--- config.mk ---
export PLATFORM = sky130hd
export DESIGN_NAME = psfs_supervisor
export DESIGN_NICKNAME = d
export VERILOG_FILES = /design/src/psfs_pkg.sv /design/src/psfs_supervisor.sv /design/src/psfs_uart_tx.sv
export SDC_FILE = /design/constraint.sdc
export NUM_CORES = 1
export LEC_CHECK = 0
export BUFFER_PORTS_ARGS = -buffer_cell sky130_fd_sc_hd__buf_2
export CORE_MARGIN = 2
export CORE_UTILIZATION = 23
export CTS_BUF_LIST = sky130_fd_sc_hd__clkbuf_4 sky130_fd_sc_hd__clkbuf_8 sky130_fd_sc_hd__clkbuf_16
export CTS_CLUSTER_SIZE = 28
export DETAILED_ROUTE_END_ITERATION = 12
export PLACE_DENSITY = 0.52
export SYNTH_ARGS = -nofsm -noshare
export SYNTH_HDL_FRONTEND = slang
export SYNTH_HIERARCHICAL = 1
export SYNTH_SLANG_ARGS = --single-unit
--- constraint.sdc ---
create_clock -name CLK_SYS -period 2.9 [get_ports CLK_SYS]
set_clock_uncertainty 0.05 [all_clocks]
set_input_delay 0.145 -clock CLK_SYS [delete_from_list [all_inputs] [get_ports CLK_SYS]]
set_output_delay 0.145 -clock CLK_SYS [all_outputs]
set_load 0.02 [all_outputs]
--- src/psfs_pkg.sv ---
package psfs_pkg;
  // ****************************************************************
  // Timing
  // ****************************************************************
  localparam int unsigned CLK_HZ         = 25000000;
  localparam int unsigned BAUD_RATE      = 9600;
  localparam int unsigned BIT_CYCLES     = CLK_HZ / BAUD_RATE;
  localparam int unsigned CHAR_BITS      = 8;

  // ****************************************************************
  // Wishbone register offsets (byte addresses)
  // ****************************************************************
  localparam logic [7:0] ADDR_STATUS_REGISTER_0      = 8'h00;
  localparam logic [7:0] ADDR_STATUS_REGISTER_1      = 8'h04;
  localparam logic [7:0] ADDR_CTRL       = 8'h08;
  localparam logic [7:0] ADDR_SENSE      = 8'h0c;

  // ****************************************************************
  // Status register 0 fields
  // ****************************************************************
  localparam int unsigned S0_BUCK_OC     = 0;
  localparam int unsigned S0_BUCK_LOW    = 1;
  localparam int unsigned S0_BUCK_LOCK   = 2;
  localparam int unsigned S0_SUPPLY_FAIL = 3;
  localparam int unsigned S0_SYS_OV      = 4;

  // ****************************************************************
  // Status register 1 fields
  // ****************************************************************
  localparam int unsigned S1_CFG_LOST    = 0;
  localparam int unsigned S1_TEMP_WARN   = 1;
  localparam int unsigned S1_OVER_TEMP   = 2;

  // ****************************************************************
  // Control register fields and reset value
  // ****************************************************************
  localparam int unsigned CTRL_CFG_ACK   = 0;
  localparam logic [7:0]  CTRL_RESET     = 8'h00;

  // ****************************************************************
  // Message header bytes on the serial link
  // ****************************************************************
  localparam logic [7:0] MSG_STATUS_0    = 8'h85;
  localparam logic [7:0] MSG_STATUS_1    = 8'h86;

  // ****************************************************************
  // Sense input bit positions
  // ****************************************************************
  localparam int unsigned SN_BUCK_OC     = 0;
  localparam int unsigned SN_BELOW_94    = 1;
  localparam int unsigned SN_BELOW_90    = 2;
  localparam int unsigned SN_BELOW_80    = 3;
  localparam int unsigned SN_VDD_OVSTOP  = 4;
  localparam int unsigned SN_VDD_BKSTOP  = 5;
  localparam int unsigned SN_VDD_4V0     = 6;
  localparam int unsigned SN_FB_EXT      = 7;
  localparam int unsigned SN_VDD_CPSTART = 8;
  localparam int unsigned SN_VDD_3V8     = 9;
  localparam int unsigned SN_VDD_5V5     = 10;
  localparam int unsigned SN_VDD_20V     = 11;
  localparam int unsigned SN_VDD_32V     = 12;
  localparam int unsigned SN_TEMP_SD     = 13;
  localparam int unsigned SN_TEMP_HYST   = 14;
  localparam int unsigned SN_TEMP_WARN   = 15;
  localparam int unsigned SN_CHIP_EN     = 16;
  localparam int unsigned SENSE_W        = 17;

  typedef enum logic [3:0] {
    PSFS_TX_IDLE  = 4'b0001,
    PSFS_TX_START = 4'b0010,
    PSFS_TX_DATA  = 4'b0100,
    PSFS_TX_STOP  = 4'b1000
  } psfs_tx_state_t;
endpackage

--- src/psfs_supervisor.sv ---
`timescale 1ns/1ps
//Contract
// - Buck input overcurrent sets its warning in status 0 and sends report.
// - That warning clears itself once the overcurrent is gone.
// - Buck overcurrent only warns; buck stays on with shortened duty.
// - Buck output under 90% sets low warning and sends status 0.
// - Low warning clears only after output is back at 94%.
// - Buck output under 80% shuts down, sets lockout, sends status 0.
// - Buck lockout drives the limit/fault output low.
// - Supply above overvoltage stop level shuts the buck off.
// - Supply below buck input low stop level shuts the buck off.
// - Supply below buck input low stop sets lockout and sends status 0.
// - Supply below 4.0V disables the buck.
// - Feedback pin held by external 2.5-5.5V forces buck shutdown.
// - Supply below pump start level enables the charge pump.
// - Config-lost flag set at power-up and when supply drops below 3.8V.
// - Supply under 5.5V or over 20V switches motor drivers off only; here it also drives the limit/fault output low.
// - Supply under/overvoltage state is reported over the serial link.
// - Supply above 32V turns off all functions.
// - Overtemperature turns off all functions.
// - Resume after overtemperature needs cool-down plus chip enable toggle.
// - Thermal warning sends a warning message over the serial link.
// - Messages are 9600 baud 8N1 half-duplex on the open-drain pin.
module psfs_supervisor
  import psfs_pkg::*;
#(
  parameter int unsigned BIT_CNT = BIT_CYCLES
) (
  input  wire logic               CLK_SYS,
  input  wire logic               ARST_N,
  input  wire logic               CLK_EN,
  input  wire logic [SENSE_W-1:0] SENSE,
  input  wire logic               SERIAL_LINK_PIN_IN,
  output logic                    SERIAL_LINK_PIN_OE_N,
  output logic                    SERIAL_LINK_PIN_OUT,
  output logic                    LIMIT_FAULT_OUTPUT,
  output logic                    BUCK_ENABLE,
  output logic                    BUCK_DUTY_LIMIT,
  output logic                    PUMP_ENABLE,
  output logic                    MOTOR_DRIVER_ENABLE,
  output logic                    ALL_FUNCTIONS_ON,
  input  wire logic               WB_CYC_I,
  input  wire logic               WB_STB_I,
  input  wire logic               WB_WE_I,
  input  wire logic [7:0]         WB_ADR_I,
  input  wire logic [3:0]         WB_SEL_I,
  input  wire logic [31:0]        WB_DAT_I,
  output logic [31:0]             WB_DAT_O,
  output logic                    WB_ACK_O
);
  import psfs_pkg::*;

  // ****************************************************************
  // Sense synchronisers
  // ****************************************************************
  logic [SENSE_W-1:0] sense_meta;
  logic [SENSE_W-1:0] sense;
  logic               link_meta;
  logic               link_sync;

  always_ff @(posedge CLK_SYS or negedge ARST_N) begin
    if (!ARST_N) begin
      sense_meta <= '0;
      sense      <= '0;
      link_meta  <= 1'b1;
      link_sync  <= 1'b1;
    end else if (CLK_EN) begin
      sense_meta <= SENSE;
      sense      <= sense_meta;
      link_meta  <= SERIAL_LINK_PIN_IN;
      link_sync  <= link_meta;
    end
  end

  // ****************************************************************
  // Flag logic
  // ****************************************************************
  logic [4:0] status_register_0;
  logic [2:0] status_register_1;
  logic       ce_prev;
  logic       ot_latched;
  logic       powered_up;

  wire buck_oc     = sense[SN_BUCK_OC];
  wire below_94    = sense[SN_BELOW_94];
  wire below_90    = sense[SN_BELOW_90];
  wire below_80    = sense[SN_BELOW_80];
  wire vdd_bkstop  = sense[SN_VDD_BKSTOP];
  wire supply_fail = sense[SN_VDD_5V5] | sense[SN_VDD_20V];
  wire sys_ov      = sense[SN_VDD_32V];
  wire chip_en     = sense[SN_CHIP_EN];
  wire ce_rise     = chip_en & ~ce_prev;

  wire wr_ctrl = WB_CYC_I & WB_STB_I & WB_WE_I & ~WB_ACK_O &
                 (WB_ADR_I == ADDR_CTRL) & WB_SEL_I[0];
  wire cfg_ack = wr_ctrl & WB_DAT_I[CTRL_CFG_ACK];
  // Set beats clear: a brownout in the acknowledge cycle stays flagged
  wire cfg_set = ~powered_up | sense[SN_VDD_3V8];

  logic [4:0] next_status_register_0;
  logic [2:0] next_status_register_1;
  logic       next_ot;

  always_comb begin
    next_status_register_0                 = status_register_0;
    next_status_register_0[S0_BUCK_OC]     = buck_oc;
    if (below_90)
      next_status_register_0[S0_BUCK_LOW]  = 1'b1;
    else if (!below_94)
      next_status_register_0[S0_BUCK_LOW]  = 1'b0;
    // Lockout holds until chip enable is cycled
    if (below_80 || vdd_bkstop)
      next_status_register_0[S0_BUCK_LOCK] = 1'b1;
    else if (ce_rise)
      next_status_register_0[S0_BUCK_LOCK] = 1'b0;
    next_status_register_0[S0_SUPPLY_FAIL] = supply_fail;
    next_status_register_0[S0_SYS_OV]      = sys_ov;
    next_status_register_1                 = status_register_1;
    if (cfg_set)
      next_status_register_1[S1_CFG_LOST]  = 1'b1;
    else if (cfg_ack)
      next_status_register_1[S1_CFG_LOST]  = 1'b0;
    next_status_register_1[S1_TEMP_WARN]   = sense[SN_TEMP_WARN];
    next_ot = ot_latched;
    if (sense[SN_TEMP_SD])
      next_ot = 1'b1;
    else if (ce_rise && !sense[SN_TEMP_HYST])
      next_ot = 1'b0;
    next_status_register_1[S1_OVER_TEMP]   = next_ot;
  end

  always_ff @(posedge CLK_SYS or negedge ARST_N) begin
    if (!ARST_N) begin
      status_register_0      <= 5'h00;
      status_register_1      <= 3'h0;
      ot_latched <= 1'b0;
      ce_prev    <= 1'b0;
      powered_up <= 1'b0;
    end else if (CLK_EN) begin
      status_register_0      <= next_status_register_0;
      status_register_1      <= next_status_register_1;
      ot_latched <= next_ot;
      ce_prev    <= chip_en;
      powered_up <= 1'b1;
    end
  end

  // ****************************************************************
  // Block enables
  // ****************************************************************
  wire all_off    = sys_ov | ot_latched;
  wire buck_off   = all_off | status_register_0[S0_BUCK_LOCK]
                  | sense[SN_VDD_OVSTOP]
                  | vdd_bkstop
                  | sense[SN_VDD_4V0]
                  | sense[SN_FB_EXT];
  wire motor_off  = all_off | supply_fail | status_register_0[S0_BUCK_LOCK];

  always_ff @(posedge CLK_SYS or negedge ARST_N) begin
    if (!ARST_N) begin
      BUCK_ENABLE         <= 1'b0;
      BUCK_DUTY_LIMIT     <= 1'b0;
      PUMP_ENABLE         <= 1'b0;
      MOTOR_DRIVER_ENABLE <= 1'b0;
      ALL_FUNCTIONS_ON    <= 1'b0;
      LIMIT_FAULT_OUTPUT  <= 1'b1;
    end else if (CLK_EN) begin
      BUCK_ENABLE         <= ~buck_off;
      BUCK_DUTY_LIMIT     <= buck_oc & ~buck_off;
      PUMP_ENABLE         <= sense[SN_VDD_CPSTART] & ~all_off;
      MOTOR_DRIVER_ENABLE <= chip_en & ~motor_off;
      ALL_FUNCTIONS_ON    <= ~all_off;
      LIMIT_FAULT_OUTPUT  <= ~(status_register_0[S0_BUCK_LOCK] | all_off
                               | supply_fail);
    end
  end

  // ****************************************************************
  // Message queue: pending bits per message, never dropped
  // ****************************************************************
  // Rising edges of any status flag except config-lost raise a pending request
  wire rise0 = |(next_status_register_0 & ~status_register_0 & 5'h1f);
  wire rise1 = |(next_status_register_1[2:1] & ~status_register_1[2:1]);
  logic       pend0;
  logic       pend1;
  logic [1:0] tx_phase;
  logic [7:0] tx_data;
  logic       tx_start;
  logic       tx_busy;
  logic       tx_oe_n;
  wire        tx_free = ~tx_busy & ~tx_start;

  always_ff @(posedge CLK_SYS or negedge ARST_N) begin
    if (!ARST_N) begin
      pend0    <= 1'b0;
      pend1    <= 1'b0;
      tx_phase <= 2'h0;
      tx_data  <= 8'h00;
      tx_start <= 1'b0;
    end else if (CLK_EN) begin
      tx_start <= 1'b0;
      // New event beats the clearing of the pending bit
      if (rise0)
        pend0 <= 1'b1;
      if (rise1)
        pend1 <= 1'b1;
      if (tx_free) begin
        case (tx_phase)
          2'h0: begin
            if (pend0 && !rise0) begin
              pend0    <= 1'b0;
              tx_data  <= MSG_STATUS_0;
              tx_phase <= 2'h1;
              tx_start <= 1'b1;
            end else if (pend1 && !rise1) begin
              pend1    <= 1'b0;
              tx_data  <= MSG_STATUS_1;
              tx_phase <= 2'h2;
              tx_start <= 1'b1;
            end
          end
          2'h1: begin
            tx_data  <= {3'h0, status_register_0};
            tx_phase <= 2'h0;
            tx_start <= 1'b1;
          end
          2'h2: begin
            tx_data  <= {5'h00, status_register_1};
            tx_phase <= 2'h0;
            tx_start <= 1'b1;
          end
          default: tx_phase <= 2'h0;
        endcase
      end
    end
  end

  psfs_uart_tx #(
    .BIT_CNT (BIT_CNT)
  ) u_tx (
    .clk       (CLK_SYS),
    .arst_n    (ARST_N),
    .ce        (CLK_EN),
    .start     (tx_start),
    .data      (tx_data),
    .busy      (tx_busy),
    .line_oe_n (tx_oe_n)
  );

  always_ff @(posedge CLK_SYS or negedge ARST_N) begin
    if (!ARST_N) begin
      SERIAL_LINK_PIN_OE_N <= 1'b1;
      SERIAL_LINK_PIN_OUT  <= 1'b0;
    end else if (CLK_EN) begin
      SERIAL_LINK_PIN_OE_N <= tx_oe_n;
      SERIAL_LINK_PIN_OUT  <= 1'b0;
    end
  end

  // ****************************************************************
  // Wishbone slave, one wait state
  // ****************************************************************
  wire        req     = WB_CYC_I & WB_STB_I & ~WB_ACK_O;
  wire [31:0] rd_mux  =
      (WB_ADR_I == ADDR_STATUS_REGISTER_0) ? {27'h0000000, status_register_0} :
      (WB_ADR_I == ADDR_STATUS_REGISTER_1) ? {29'h00000000, status_register_1} :
      (WB_ADR_I == ADDR_CTRL)  ? {31'h00000000, ~link_sync} :
      (WB_ADR_I == ADDR_SENSE) ? {15'h0000, sense} : 32'h00000000;

  always_ff @(posedge CLK_SYS or negedge ARST_N) begin
    if (!ARST_N) begin
      WB_ACK_O <= 1'b0;
      WB_DAT_O <= 32'h00000000;
    end else if (CLK_EN) begin
      WB_ACK_O <= req;
      WB_DAT_O <= req ? rd_mux : 32'h00000000;
    end
  end
endmodule

--- src/psfs_uart_tx.sv ---
`timescale 1ns/1ps
module psfs_uart_tx
  import psfs_pkg::*;
#(
  parameter int unsigned BIT_CNT = BIT_CYCLES
) (
  input  wire logic       clk,
  input  wire logic       arst_n,
  input  wire logic       ce,
  input  wire logic       start,
  input  wire logic [7:0] data,
  output logic            busy,
  output logic            line_oe_n
);
  // ****************************************************************
  // 8N1 transmitter; line_oe_n low pulls the open-drain pin low
  // ****************************************************************
  psfs_tx_state_t state;
  logic [15:0]    bit_timer;
  logic [2:0]     bit_idx;
  logic [7:0]     shreg;

  wire bit_done = (bit_timer == 16'(BIT_CNT - 1));

  always_ff @(posedge clk or negedge arst_n) begin
    if (!arst_n) begin
      state     <= PSFS_TX_IDLE;
      bit_timer <= 16'h0000;
      bit_idx   <= 3'h0;
      shreg     <= 8'h00;
      line_oe_n <= 1'b1;
      busy      <= 1'b0;
    end else if (ce) begin
      bit_timer <= (state == PSFS_TX_IDLE || bit_done) ? 16'h0000
                                                      : bit_timer + 16'h0001;
      case (state)
        PSFS_TX_IDLE: begin
          line_oe_n <= 1'b1;
          if (start) begin
            shreg     <= data;
            busy      <= 1'b1;
            line_oe_n <= 1'b0;
            state     <= PSFS_TX_START;
          end
        end
        PSFS_TX_START: begin
          if (bit_done) begin
            line_oe_n <= shreg[0];
            bit_idx   <= 3'h0;
            state     <= PSFS_TX_DATA;
          end
        end
        PSFS_TX_DATA: begin
          if (bit_done) begin
            if (bit_idx == 3'(CHAR_BITS - 1)) begin
              line_oe_n <= 1'b1;
              state     <= PSFS_TX_STOP;
            end else begin
              line_oe_n <= shreg[bit_idx + 3'h1];
              bit_idx   <= bit_idx + 3'h1;
            end
          end
        end
        PSFS_TX_STOP: begin
          if (bit_done) begin
            busy  <= 1'b0;
            state <= PSFS_TX_IDLE;
          end
        end
        default: state <= PSFS_TX_IDLE;
      endcase
    end
  end
endmodule

======== Word-level counts from Yosys, hierarchy flattened ========
Index checks and enable logic that the tools add are counted.
word-level totals
  input port bits ......................... 68
  flip-flop bits (word level) ............. 133
cells by class
  $lt $le $gt $ge ......................... 1
  eq/ne operators ......................... 18
  bitwise logic cells ..................... 37
  $add $sub $neg .......................... 2
  mux-type cells .......................... 53
  reductions and logical operators ........ 26
operators with widths
  kind                                                   count
  2-to-1 mux 17 bit                                      5
  2-to-1 mux 1 bit                                       27
  one-hot mux 8 bit (3 select lines)                     1
  2-to-1 mux 4 bit                                       5
  adder 16 x 1 -> 16 bit, second input constant          1
  equality test 16 x 12 -> 1 bit, second input constant  1
  equality test 8 x 4 -> 1 bit, second input constant    2
  2-to-1 mux 16 bit                                      1
  2-to-1 mux 8 bit                                       2
  one-hot mux 4 bit (4 select lines)                     1
  AND 1 bit                                              12
  AND reduction 4 bit                                    3
  bitwise OR 1 bit                                       11
  inverter 1 bit                                         10
  2-to-1 mux 3 bit                                       3
  equality test 8 x 3 -> 1 bit, second input constant    1
  logical NOT 8 bit                                      1
  inequality test 2 x 1 -> 1 bit, second input constant  4
  2-to-1 mux 2 bit                                       3
  one-hot mux 3 bit (2 select lines)                     1
  AND reduction 3 bit                                    2
  AND reduction 6 bit                                    1
  nonzero test 2 bit                                     3
  nonzero test 3 bit                                     2
  other kinds (26)                                       34

======== Logic depth before layout (Yosys ltp) ========
Gate-level depths: netlist of run 1.
  depth after elaboration ................. 13
  gate-level depth with buffers ........... 7
  depth with buffers taken out ............ 6

======== Modules after synthesis ========
The synthesis of run 1 kept the hierarchy.
by module, submodules not included
  module           cells each  seq. area each (um2)  times used  area each (um2)
  psfs_supervisor  295         2057.0                1           3580.9
  psfs_uart_tx     189         828.3                 1           1936.9

======== Least setup slack after synthesis of run 1 ========
No wires, ideal clock.
  kind .................................... flip-flop to flip-flop
  from .................................... reg u_tx.state[1]
  to ...................................... reg u_tx.shreg[0]
  arrival ................................. 1728 ps
  path buffers ............................ 2
  setup slack ............................. 995 ps
  cell stages (with the launch flop) ...... 6
  data required time ...................... 2722 ps
  cell sequence ........................... dfrtp_1 or4b_1 clkbuf_1 o2111ai_2 buf_4 mux2_1
on the way
  cells in the longest elaborated chain, start to end .. 2
RTL lines
  what                           RTL line            RTL
  start: declaration             psfs_uart_tx.sv:18  psfs_tx_state_t state;
  start signal: assignment       psfs_uart_tx.sv:27  state <= PSFS_TX_IDLE;
  start signal: assignment       psfs_uart_tx.sv:43  state <= PSFS_TX_START;
  start signal: assignment       psfs_uart_tx.sv:50  state <= PSFS_TX_DATA;
  equality test 4 x 1 -> 1 bit   psfs_uart_tx.sv:36  case (state)
  AND reduction 3 bit (no line)  -
  end signal: assignment         psfs_uart_tx.sv:40  shreg <= data;
  end: declaration               psfs_uart_tx.sv:21  logic [7:0] shreg;
Every way passes these cells.
A chain may end at the register's enable or synchronous reset.

======== Worst setup path after layout of run 1 ========
  from .................................... reg u_tx.state[1]
  to ...................................... reg u_tx.shreg[7]
Same word-level chain as after synthesis.

==> results of run 1 <==
==> metal layers <==
metal  GRT usage (%)  wire length, um  vias to the layer above
met2           16.44             5924                       67
met4           3.760              188                        0
li1                -                -                     1874
met1           12.95             5802                     1877
met5               0                0                        -
met3           2.952              399                       11
==> stage by stage <==
| stage | setup slack [ns] | cell area (sq um) | util, % | hold WS [ns] |
|---|---|---|---|---|
| 2_1_floorplan | 0.9949 | 5582 | - | -0.2006 |
| 3_3_place_gp | 0.5506 | 6098 | 25.90 | 0.1561 |
| 3_5_place_dp | 0.5478 | 6098 | 25.90 | 0.1597 |
| 4_1_cts | 0.5354 | 6923 | 29.41 | 0.01042 |
| 5_1_grt | 0.4217 | 6923 | 29.41 | 0.01758 |
| 6_report | 0.5413 | 6923 | 29.41 | 0.02131 |
==> repair_timing <==
action                    in CTS  in global routing
hold buffers                  19                  0
resized for setup              0                  0
hold endpoints to repair      62                  0
setup buffers                  0                  0
==> placed cells by master, fill, tap and decap left out, types with 3 or more instances in the layout <==
| master | count |
|---|---|
| mux2_1 | 7 |
| o32ai_1 | 3 |
| ha_1 | 7 |
| nor4_1 | 6 |
| a21o_1 | 3 |
| nor3_1 | 10 |
| o2bb2ai_1 | 5 |
| dfstp_2 | 6 |
| a22oi_1 | 7 |
| bufinv_16 | 4 |
| nand4_1 | 10 |
| o21ai_1 | 7 |
| clkbuf_16 | 17 |
| mux2_2 | 38 |
| dfrtp_1 | 109 |
| inv_1 | 29 |
| dlygate4sd3_1 | 19 |
| buf_4 | 5 |
| o21ai_0 | 24 |
| or3_1 | 4 |
| a21oi_1 | 14 |
| nand3_1 | 11 |
| nand2_1 | 28 |
| clkbuf_8 | 3 |
| clkinv_2 | 3 |
| buf_2 | 57 |
| a22o_1 | 13 |
| conb_1 | 18 |
| a31oi_1 | 4 |
| nor2_1 | 23 |
| mux2i_1 | 10 |
| xnor2_1 | 9 |
==> cell type report <==
cell class                 instances  area, sq um
clock buffer                      22        481.7
clock inverter                     9        152.6
fill                            2460        16620
inverter                          30        112.6
multi-input combinational        314         2338
sequential                       115         2885
tap                              319        399.1
timing repair buffer              83        553.0
==> sequential cells by signal, indices dropped and copies added, names as in the netlist, 2 cells and up <==
name,cells
status_register_1,3
sense,17
status_register_0,5
sense_meta,17
tx_phase,2
WB_DAT_O,17
u_tx/state,4
u_tx/bit_idx,3
u_tx/bit_timer,16
u_tx/shreg,8
tx_data,6
==> path summary, 6_finish.rpt <==
path / from / endpoint / slack [ns]
setup reg to reg: u_tx/state[1]$_DFFE_PN0P_ / u_tx/shreg[7]$_DFFE_PN0P_ / 0.54
hold / removal: WB_ADR_I[2] / status_register_1[0]$_DFFE_PN0P_ / 0.02
min in group asynchronous: ARST_N / sense_meta[7]$_DFFE_PN0P_ / 0.23
max in group asynchronous: ARST_N / u_tx/state[0]$_DFFE_PN1P_ / 1.75
hold reg to reg: powered_up$_DFFE_PN0P_ / powered_up$_DFFE_PN0P_ / 0.39
setup / recovery: u_tx/state[1]$_DFFE_PN0P_ / u_tx/shreg[7]$_DFFE_PN0P_ / 0.54
==> power groups by stage <==
| stage | Sequential, mW | Combinational, mW | Clock (mW) |
|---|---|---|---|
| floorplan | 1.97 | 0.617 | 0 |
| global placement | 2.04 | 0.767 | 0 |
| detailed placement | 2.04 | 0.777 | 0 |
| CTS | 2.02 | 0.804 | 2.29 |
| global route | 2.05 | 0.886 | 2.37 |
| finish | 2.02 | 0.789 | 2.22 |
==> critical path, delay by kind of cell, from the launching register on <==
kind	cells	cell delay [ns]
AOI/OAI and AO/OA	1	0.59
and+or+nand+nor	1	0.71
DFF	1	0.48
muxes	1	0.40
==> cell families (layout without fill, tap and decap cells) <==
group,Yosys count,in the layout,synth area share [%]
AND/OR/NAND/NOR,120,120,13.13
flip-flops,115,115,52.29
AO/OA/AOI/OAI,101,101,12.90
buffers and inverters,72,144,6.485
multiplexers,58,58,11.95
XOR/XNOR,10,10,1.587
adder cells (fa/ha/maj),7,7,1.587
other,1,18,0.06796
==> impl_results.md, run 1 <==
* Placed Cells incl. Taps at 842
* Remaining routing DRC violations at 0
* Most used DFF post-synth: dfrtp_1
* Die ar. at 25250 sq um
* Tot GR Track Use at 10.18%
* Post-synth ARST share at 100.0%
* Root buffer cell: clkbuf_16
* Via density at 4.293
* Core Rows at 56
* Die W at 158.9 um
* Setup CP Type: reg2reg
* Final nets at 636
* Layout cells sized above 1 at 28.80%
* Final setup fails at 0
* Hold/Removal Path Class: in2reg
* Distinct cells, synth at 75
* Flop pwr share at 40.1%
* Synth area leaders: dfrtp_1 49%, mux2_2 7.8%, dfstp_2 2.9%, buf_4 2.4%, o21ai_0 2.2%
* Setup TNS at 0 ns
* Area grow syn2layout at 25.46%
* Via count at 3829
* 1st-iter DRT viols at 282
* Least-Margin Pin Slew at 0.6407 ns
* GRT overflow at 0
* Antenna violations before repair at 0
* Largest net degree at the start of global routing at 71
* Mapped cell area at 5518 sq um
* Number of I/O pins at 109
* F_max at 424.0 MHz
* Fin. Hold Viols at 0
* Most frequent cells after synthesis: 109 x dfrtp_1, 38 x mux2_2, 29 x inv_1
* R2R cell count at 3
* Maximum VDD drop at 0.5435 mV
* Leakage at 3.074 nW
* Status: finished, final reports clean
* Logic pwr share at 15.7%
* Period utilisation layout at 81.33%
* Clock buffer count from CTS at 17
* Slew margin rel. at 57.29%
* First-pass GRT wire length at 20490 um
* Post-DP HPWL at 8360 um
* Cells after Synth at 484
* Clock latency at the later pin of the worst-skew pair at 0.41 ns
* Clock sinks at 115
* NetSw at 1.322 mW
* DRT Pass-1 Iters at 4
* Reg clk slew, reported paths at 0.05 ns
* Crit end category: register
* GP Congestion at 0.7711
* H-tree levels at 4
* Switching share of power at 26.27%
* Sequential fraction of the synthesis area at 52.29%
* CTS tree: done
* Number of synthesized flops with an enable pin at 0
* Cells along the critical path: or4b_1 -> o2111ai_2 -> mux2_2
* Starting Density at 23.44%
* Vias in the first global route at 3913
* Yosys top cell area share at 49.43%
* Drt total wl at 12310 um
* Number of diodes at 0
* Synthesized flop and latch total at 115
* Most frequent cell after synthesis: dfrtp_1
* WP data arrival at 2.59 ns
* Int Power at 3.709 mW
* Synth Warn # at 6
* Wirelength per Cell at 13.80 um
* Port Buf Inserts at 58
* Core region area at 23540 sq um
* Minimum clock period at 2.359 ns
* RSZ-0062 raised after global routing: no
* Clk pwr share at 44.2%
* Synth area leader: dfrtp_1
* Startpoint types: register
* Worst endpoint required time at 3.13 ns
* Max Slew Vio Count at 0
* CTS max path bufs at 2
* PD cells at 726.7 nW/um^2
* Final antenna-violating net count at 0
* Fin cells at 892
* Slowest CP cell: or4b_1
* Max Cap Viol at 0
* Avg Inst Size Synth at 11.40 sq um
* Die height at 158.9 um
* Crit Path Max Fanout at 11
* Hold depth at 3
* Power after layout at 5.031 mW
* Largest stage delay on the critical path at 0.71 ns
No activity file was read; power rests on OpenSTA's default activity.
==> inputs of run 2 (changes only) <==
Settings changed: PLACE_DENSITY 0.52 to 0.53.
Clock period 2.9 ns to 2 ns, I/O delays scaled along.
==> impl_results.md, run 2 (same netlist as run 1, synthesis figures left out) <==
* Post-DP HPWL at 8838 um
* Fin. Hold Viols at 0
* Crit Path Max Fanout at 5
* GP Congestion at 0.7942
* Max Slew Vio Count at 0
* Core region area at 23540 sq um
* Vias in the first global route at 4123
* Most frequent cells in the layout: 109 x dfrtp_1, 57 x buf_2, 38 x mux2_2, 29 x inv_1, 29 x buf_4
* Layout cells sized above 1 at 31.89%
* H-tree levels at 4
* Power after layout at 6.942 mW
* Least-Margin Pin Slew at 0.5054 ns
* Clock sinks at 115
* Via count at 3998
* M1 GR Usage at 13.78%
* Drt total wl at 12580 um
* Wirelength per Cell at 13.66 um
* M3 GR Usage at 3.187%
* Max Cap Viol at 0
* Antenna violations before repair at 0
* Clock latency at the later pin of the worst-skew pair at 0.41 ns
* PD cells at 980.3 nW/um^2
* Met2 usage at 16.55%
* Tot GR Track Use at 10.66%
* Crit end category: register
* Placed Cells incl. Taps at 868
* Setup CP Type: reg2reg
* Worst endpoint required time at 2.24 ns
* Post-CTS sizing at 0
* Remaining routing DRC violations at 0
* Port Buf Inserts at 58
* Leakage at 3.189 nW
* RSZ-0062 raised after global routing: no
* Root buffer cell: clkbuf_16
* Final antenna-violating net count at 0
* F_max at 530.7 MHz
* Minimum clock period at 1.884 ns
* R2R cell count at 4
* Reg clk slew, reported paths at 0.06 ns
* Die ar. at 25250 sq um
* Die height at 158.9 um
* Period utilisation layout at 94.22%
* Fin Hold WS at 0.006263 ns
* First-pass GRT wire length at 21660 um
* Hold/Removal Path Class: in2reg
* DRT Pass-1 Iters at 4
* Top Registers: WB_DAT_O: 17 flops, sense: 17 flops, sense_meta: 17 flops
* GRT overflow at 0
* CTS max path bufs at 2
* Final setup fails at 0
* Die W at 158.9 um
* Most common cell after layout, fill and taps aside: dfrtp_1
* Area grow syn2layout at 28.34%
* Fin cells at 921
* Starting Density at 23.44%
* Fillers at 2466
* Hold depth at 4
* WP data arrival at 2.12 ns
* Slew margin rel. at 66.30%
* Largest net degree at the start of global routing at 58
* Number of diodes at 0
* Core Rows at 56
* Via density at 4.341
* Number of I/O pins at 109
* Post-layout util at 30.08%
* Most used routing layer: met2
* Setup TNS at 0 ns
* Status: finished, final reports clean
* Startpoint types: register
* Clock buffer count from CTS at 17
* Maximum VDD drop at 0.6095 mV
* 1st-iter DRT viols at 192
* Final nets at 664
* CTS tree: done
run 2: cell count changes in the layout (fill, tap and decap cells not counted):
| cell | change |
|---|---|
| clkinv_4 | -2 |
| clkinvlp_4 | +1 |
| buf_4 | +24 |
| clkbuf_8 | +1 |
| buf_12 | +2 |
| clkbuf_4 | +4 |
| dlygate4sd3_1 | +2 |
| clkinv_2 | +1 |
| bufinv_16 | -4 |
run 2: layer usage:
| metal | routed length (um) | vias up | share of wire [%] |
|---|---|---|---|
| li1 | - | 1926 | - |
| met1 | 5868 | 1955 | 47 |
| met2 | 5791 | 95 | 46 |
| met3 | 635 | 22 | 5.0 |
| met4 | 286 | 0 | 2.3 |
| met5 | 0 | - | 0 |
run 2: worst paths after layout:
path / from / end / slack, ns
min: WB_SEL_I[0] / status_register_1[0]$_DFFE_PN0P_ / 0.006
max: u_tx/bit_timer[12]$_DFFE_PN0P_ / u_tx/bit_idx[0]$_DFFE_PN0P_ / 0.12
max reg2reg: u_tx/bit_timer[12]$_DFFE_PN0P_ / u_tx/bit_idx[0]$_DFFE_PN0P_ / 0.12
max in group asynchronous: ARST_N / LIMIT_FAULT_OUTPUT$_DFFE_PN1P_ / 1.10
min in group asynchronous: ARST_N / sense_meta[6]$_DFFE_PN0P_ / 0.15
min reg2reg: powered_up$_DFFE_PN0P_ / powered_up$_DFFE_PN0P_ / 0.39
run 2: power breakdown:
group	switching, mW	total [mW]	internal (mW)
sequential	0.246	2.90	2.65
combinational	0.668	1.27	0.603
clock	0.991	2.77	1.78
total	1.91	6.94	5.04
run 2: cell type report:
class	instances	area [sq um]	area share, %
flip-flops and latches	115	2885	40.74
multi-input cells	314	2338	33.02
repair buffers	111	793.3	11.20
clock buffers	27	525.5	7.420
well taps	319	399.1	5.636
inverters	30	112.6	1.590
clock inverters	5	27.53	0.3887
run 2: through the flow:
step | cell area (sq um) | worst slack (ns)
global route | 7082 | 0.04127
detailed placement | 6319 | 0.1153
global placement | 6319 | 0.1078
finish | 7082 | 0.1157
CTS | 7082 | 0.09795
floorplan | 5582 | 0.09486
run 2: timing repair:
item | in CTS | in global routing
endpoints found under the hold margin | 53 | 0
buffers inserted | 0 | 0
hold buffers | 21 | 0
run 2: critical path: stages, from the launching register on:
cell and delay [ns]:
dfrtp_1 0.39, nor4b_2 0.38, nand4_2 0.21, or3_1 0.45, mux2_2 0.28
==> inputs of run 3 (changes only) <==
Settings changed: CORE_MARGIN 2 to 1.5, TNS_END_PERCENT from default to 30.
==> impl_results.md, run 3 (same netlist as run 1, synthesis figures left out) <==
* WP data arrival at 2.17 ns
* PD cells at 1014 nW/um^2
* Setup TNS at 0 ns
* CTS max path bufs at 2
* Worst reg2reg path endpoint: u_tx/bit_idx[0]$_DFFE_PN0P_
* Post-layout util at 30.65%
* Met2 routed WL at 5884 um
* RR Startpoint: u_tx/state[3]$_DFFE_PN0P_
* Antenna violations before repair at 0
* Hold_sp: WB_STB_I
* Area grow syn2layout at 30.39%
* Port Buf Inserts at 58
* R2R cell count at 5
* Flop-to-flop setup slack at 0.07 ns
* DRT Pass-1 Iters at 4
* Core region area at 23470 sq um
* Top Registers: WB_DAT_O: 17 flops, sense: 17 flops, sense_meta: 17 flops
* Final setup fails at 0
* Top Layer Used: met4
* Hold/Removal Path Class: in2reg
* Remaining routing DRC violations at 0
* Crit Path Max Fanout at 6
* Maximum VDD drop at 0.6513 mV
* Most common cell after layout, fill and taps aside: dfrtp_1
* Root buffer cell: clkbuf_16
* Post-DP HPWL at 8905 um
* Final antenna-violating net count at 0
* Status: finished, final reports clean
* Reg clk slew, reported paths at 0.06 ns
* Layout cells sized above 1 at 32.68%
* Crit end category: register
* WL met3 at 595 um
* H-tree levels at 4
* Wirelength per Cell at 13.53 um
* Die height at 157.9 um
* Final nets at 671
* Startpoint types: register
* Clock sinks at 115
* Wl on met1 at 5913 um
* Number of diodes at 0
* Hold depth at 4
* Clk pwr share at 43.1%
* Die W at 157.9 um
* Leakage at 3.238 nW
* GP Congestion at 0.7502
* Setup WS pre-CTS at 0.05847 ns
* Via density at 4.289
* Via count at 3980
* Max Slew Vio Count at 0
* Starting Density at 23.51%
* Setup Buffers After CTS at 0
* NetSw at 2.005 mW
* Tot GR Track Use at 11.20%
* Switching share of power at 27.47%
* Int Power at 5.293 mW
* Die ar. at 24930 sq um
* Core Rows at 56
* Largest net degree at the start of global routing at 67
* Most frequent cells in the layout: 109 x dfrtp_1, 57 x buf_2, 38 x mux2_2, 36 x buf_4, 29 x inv_1
* Period utilisation layout at 96.37%
* Vias in the first global route at 4075
* Hold Crit Endpoint: WB_ACK_O$_DFFE_PN0P_
* GRT overflow at 0
* Setup CP Type: reg2reg
* Drt total wl at 12560 um
* Clock latency at the later pin of the worst-skew pair at 0.42 ns
* First-pass GRT wire length at 21400 um
* F_max at 518.8 MHz
* Clock buffer count from CTS at 17
* 1st-iter DRT viols at 225
* Fin. Hold Viols at 0
* Max Cap Viol at 0
* Setup WS post-layout at 0.07264 ns
* Logic pwr share at 17.3%
* RSZ-0062 raised after global routing: no
* Number of I/O pins at 109
* CTS tree: done
* Minimum clock period at 1.927 ns
* Worst endpoint required time at 2.25 ns
* Flop pwr share at 39.6%
-- run 3: worst max-delay path by stage --
stage                                   start                     endpoint  slack [ns]
CTS                 u_tx/state[0]$_DFFE_PN1P_    u_tx/shreg[3]$_DFFE_PN0P_        0.04
detailed placement  u_tx/state[0]$_DFFE_PN1P_    u_tx/shreg[3]$_DFFE_PN0P_        0.06
finish              u_tx/state[3]$_DFFE_PN0P_  u_tx/bit_idx[0]$_DFFE_PN0P_        0.07
global route        u_tx/state[2]$_DFFE_PN0P_    u_tx/shreg[3]$_DFFE_PN0P_       0.008
global placement    u_tx/state[0]$_DFFE_PN1P_    u_tx/shreg[6]$_DFFE_PN0P_        0.07
floorplan           u_tx/state[1]$_DFFE_PN0P_    u_tx/shreg[0]$_DFFE_PN0P_        0.09
-- run 3: through the flow --
| step | cell area, sq um | power, mW | hold WS (ns) | std cells |
|---|---|---|---|---|
| 2_1_floorplan | 5582 | 3.758 | -0.2456 | 501 |
| 4_1_cts | 7187 | 7.403 | 0.01322 | 928 |
| 5_1_grt | 7194 | 7.691 | 0.02707 | 928 |
| 3_3_place_gp | 6351 | 4.163 | 0.07237 | 874 |
| 3_5_place_dp | 6351 | 4.173 | 0.06732 | 874 |
| 6_report | 7194 | 7.298 | 0.02319 | 928 |
-- run 3: cell type report --
type / count / area [sq um]
sequential: 115 / 2885
fill: 2409 / 16280
multi-input combinational: 314 / 2346
tap: 319 / 399.1
clock buffer: 20 / 460.4
inverter: 30 / 112.6
clock inverter: 12 / 155.1
timing repair buffer: 118 / 835.8
-- run 3: timing repair --
| item | 4_1_cts | 5_1_grt |
|---|---|---|
| hold buffers | 22 | 0 |
| endpoints found under the setup margin | 0 | 2 |
| resized for setup | 0 | 2 |
| endpoints found under the hold margin | 134 | 0 |
-- run 3: power groups by stage --
stage                     logic [mW]  registers [mW]  clock network (mW)
after floorplan                0.895            2.86                   0
after global placement          1.24            2.93                   0
after detailed placement        1.24            2.93                   0
after CTS                       1.28            2.89                3.23
after global routing            1.42            2.94                3.33
final                           1.26            2.89                3.15
-- run 3: routing by layer --
layer,vias up,global-route usage [%]
met5,-,0
met4,0,3.774
met3,13,3.696
met2,83,17.79
met1,1935,14.25
li1,1949,-
-- run 3: critical path, cell delays in order (launching register included) --
cell and delay, ns:
dfrtp_1 0.45, buf_4 0.19, nor2_1 0.26, nand3b_1 0.16
or3_1 0.42, mux2_2 0.28
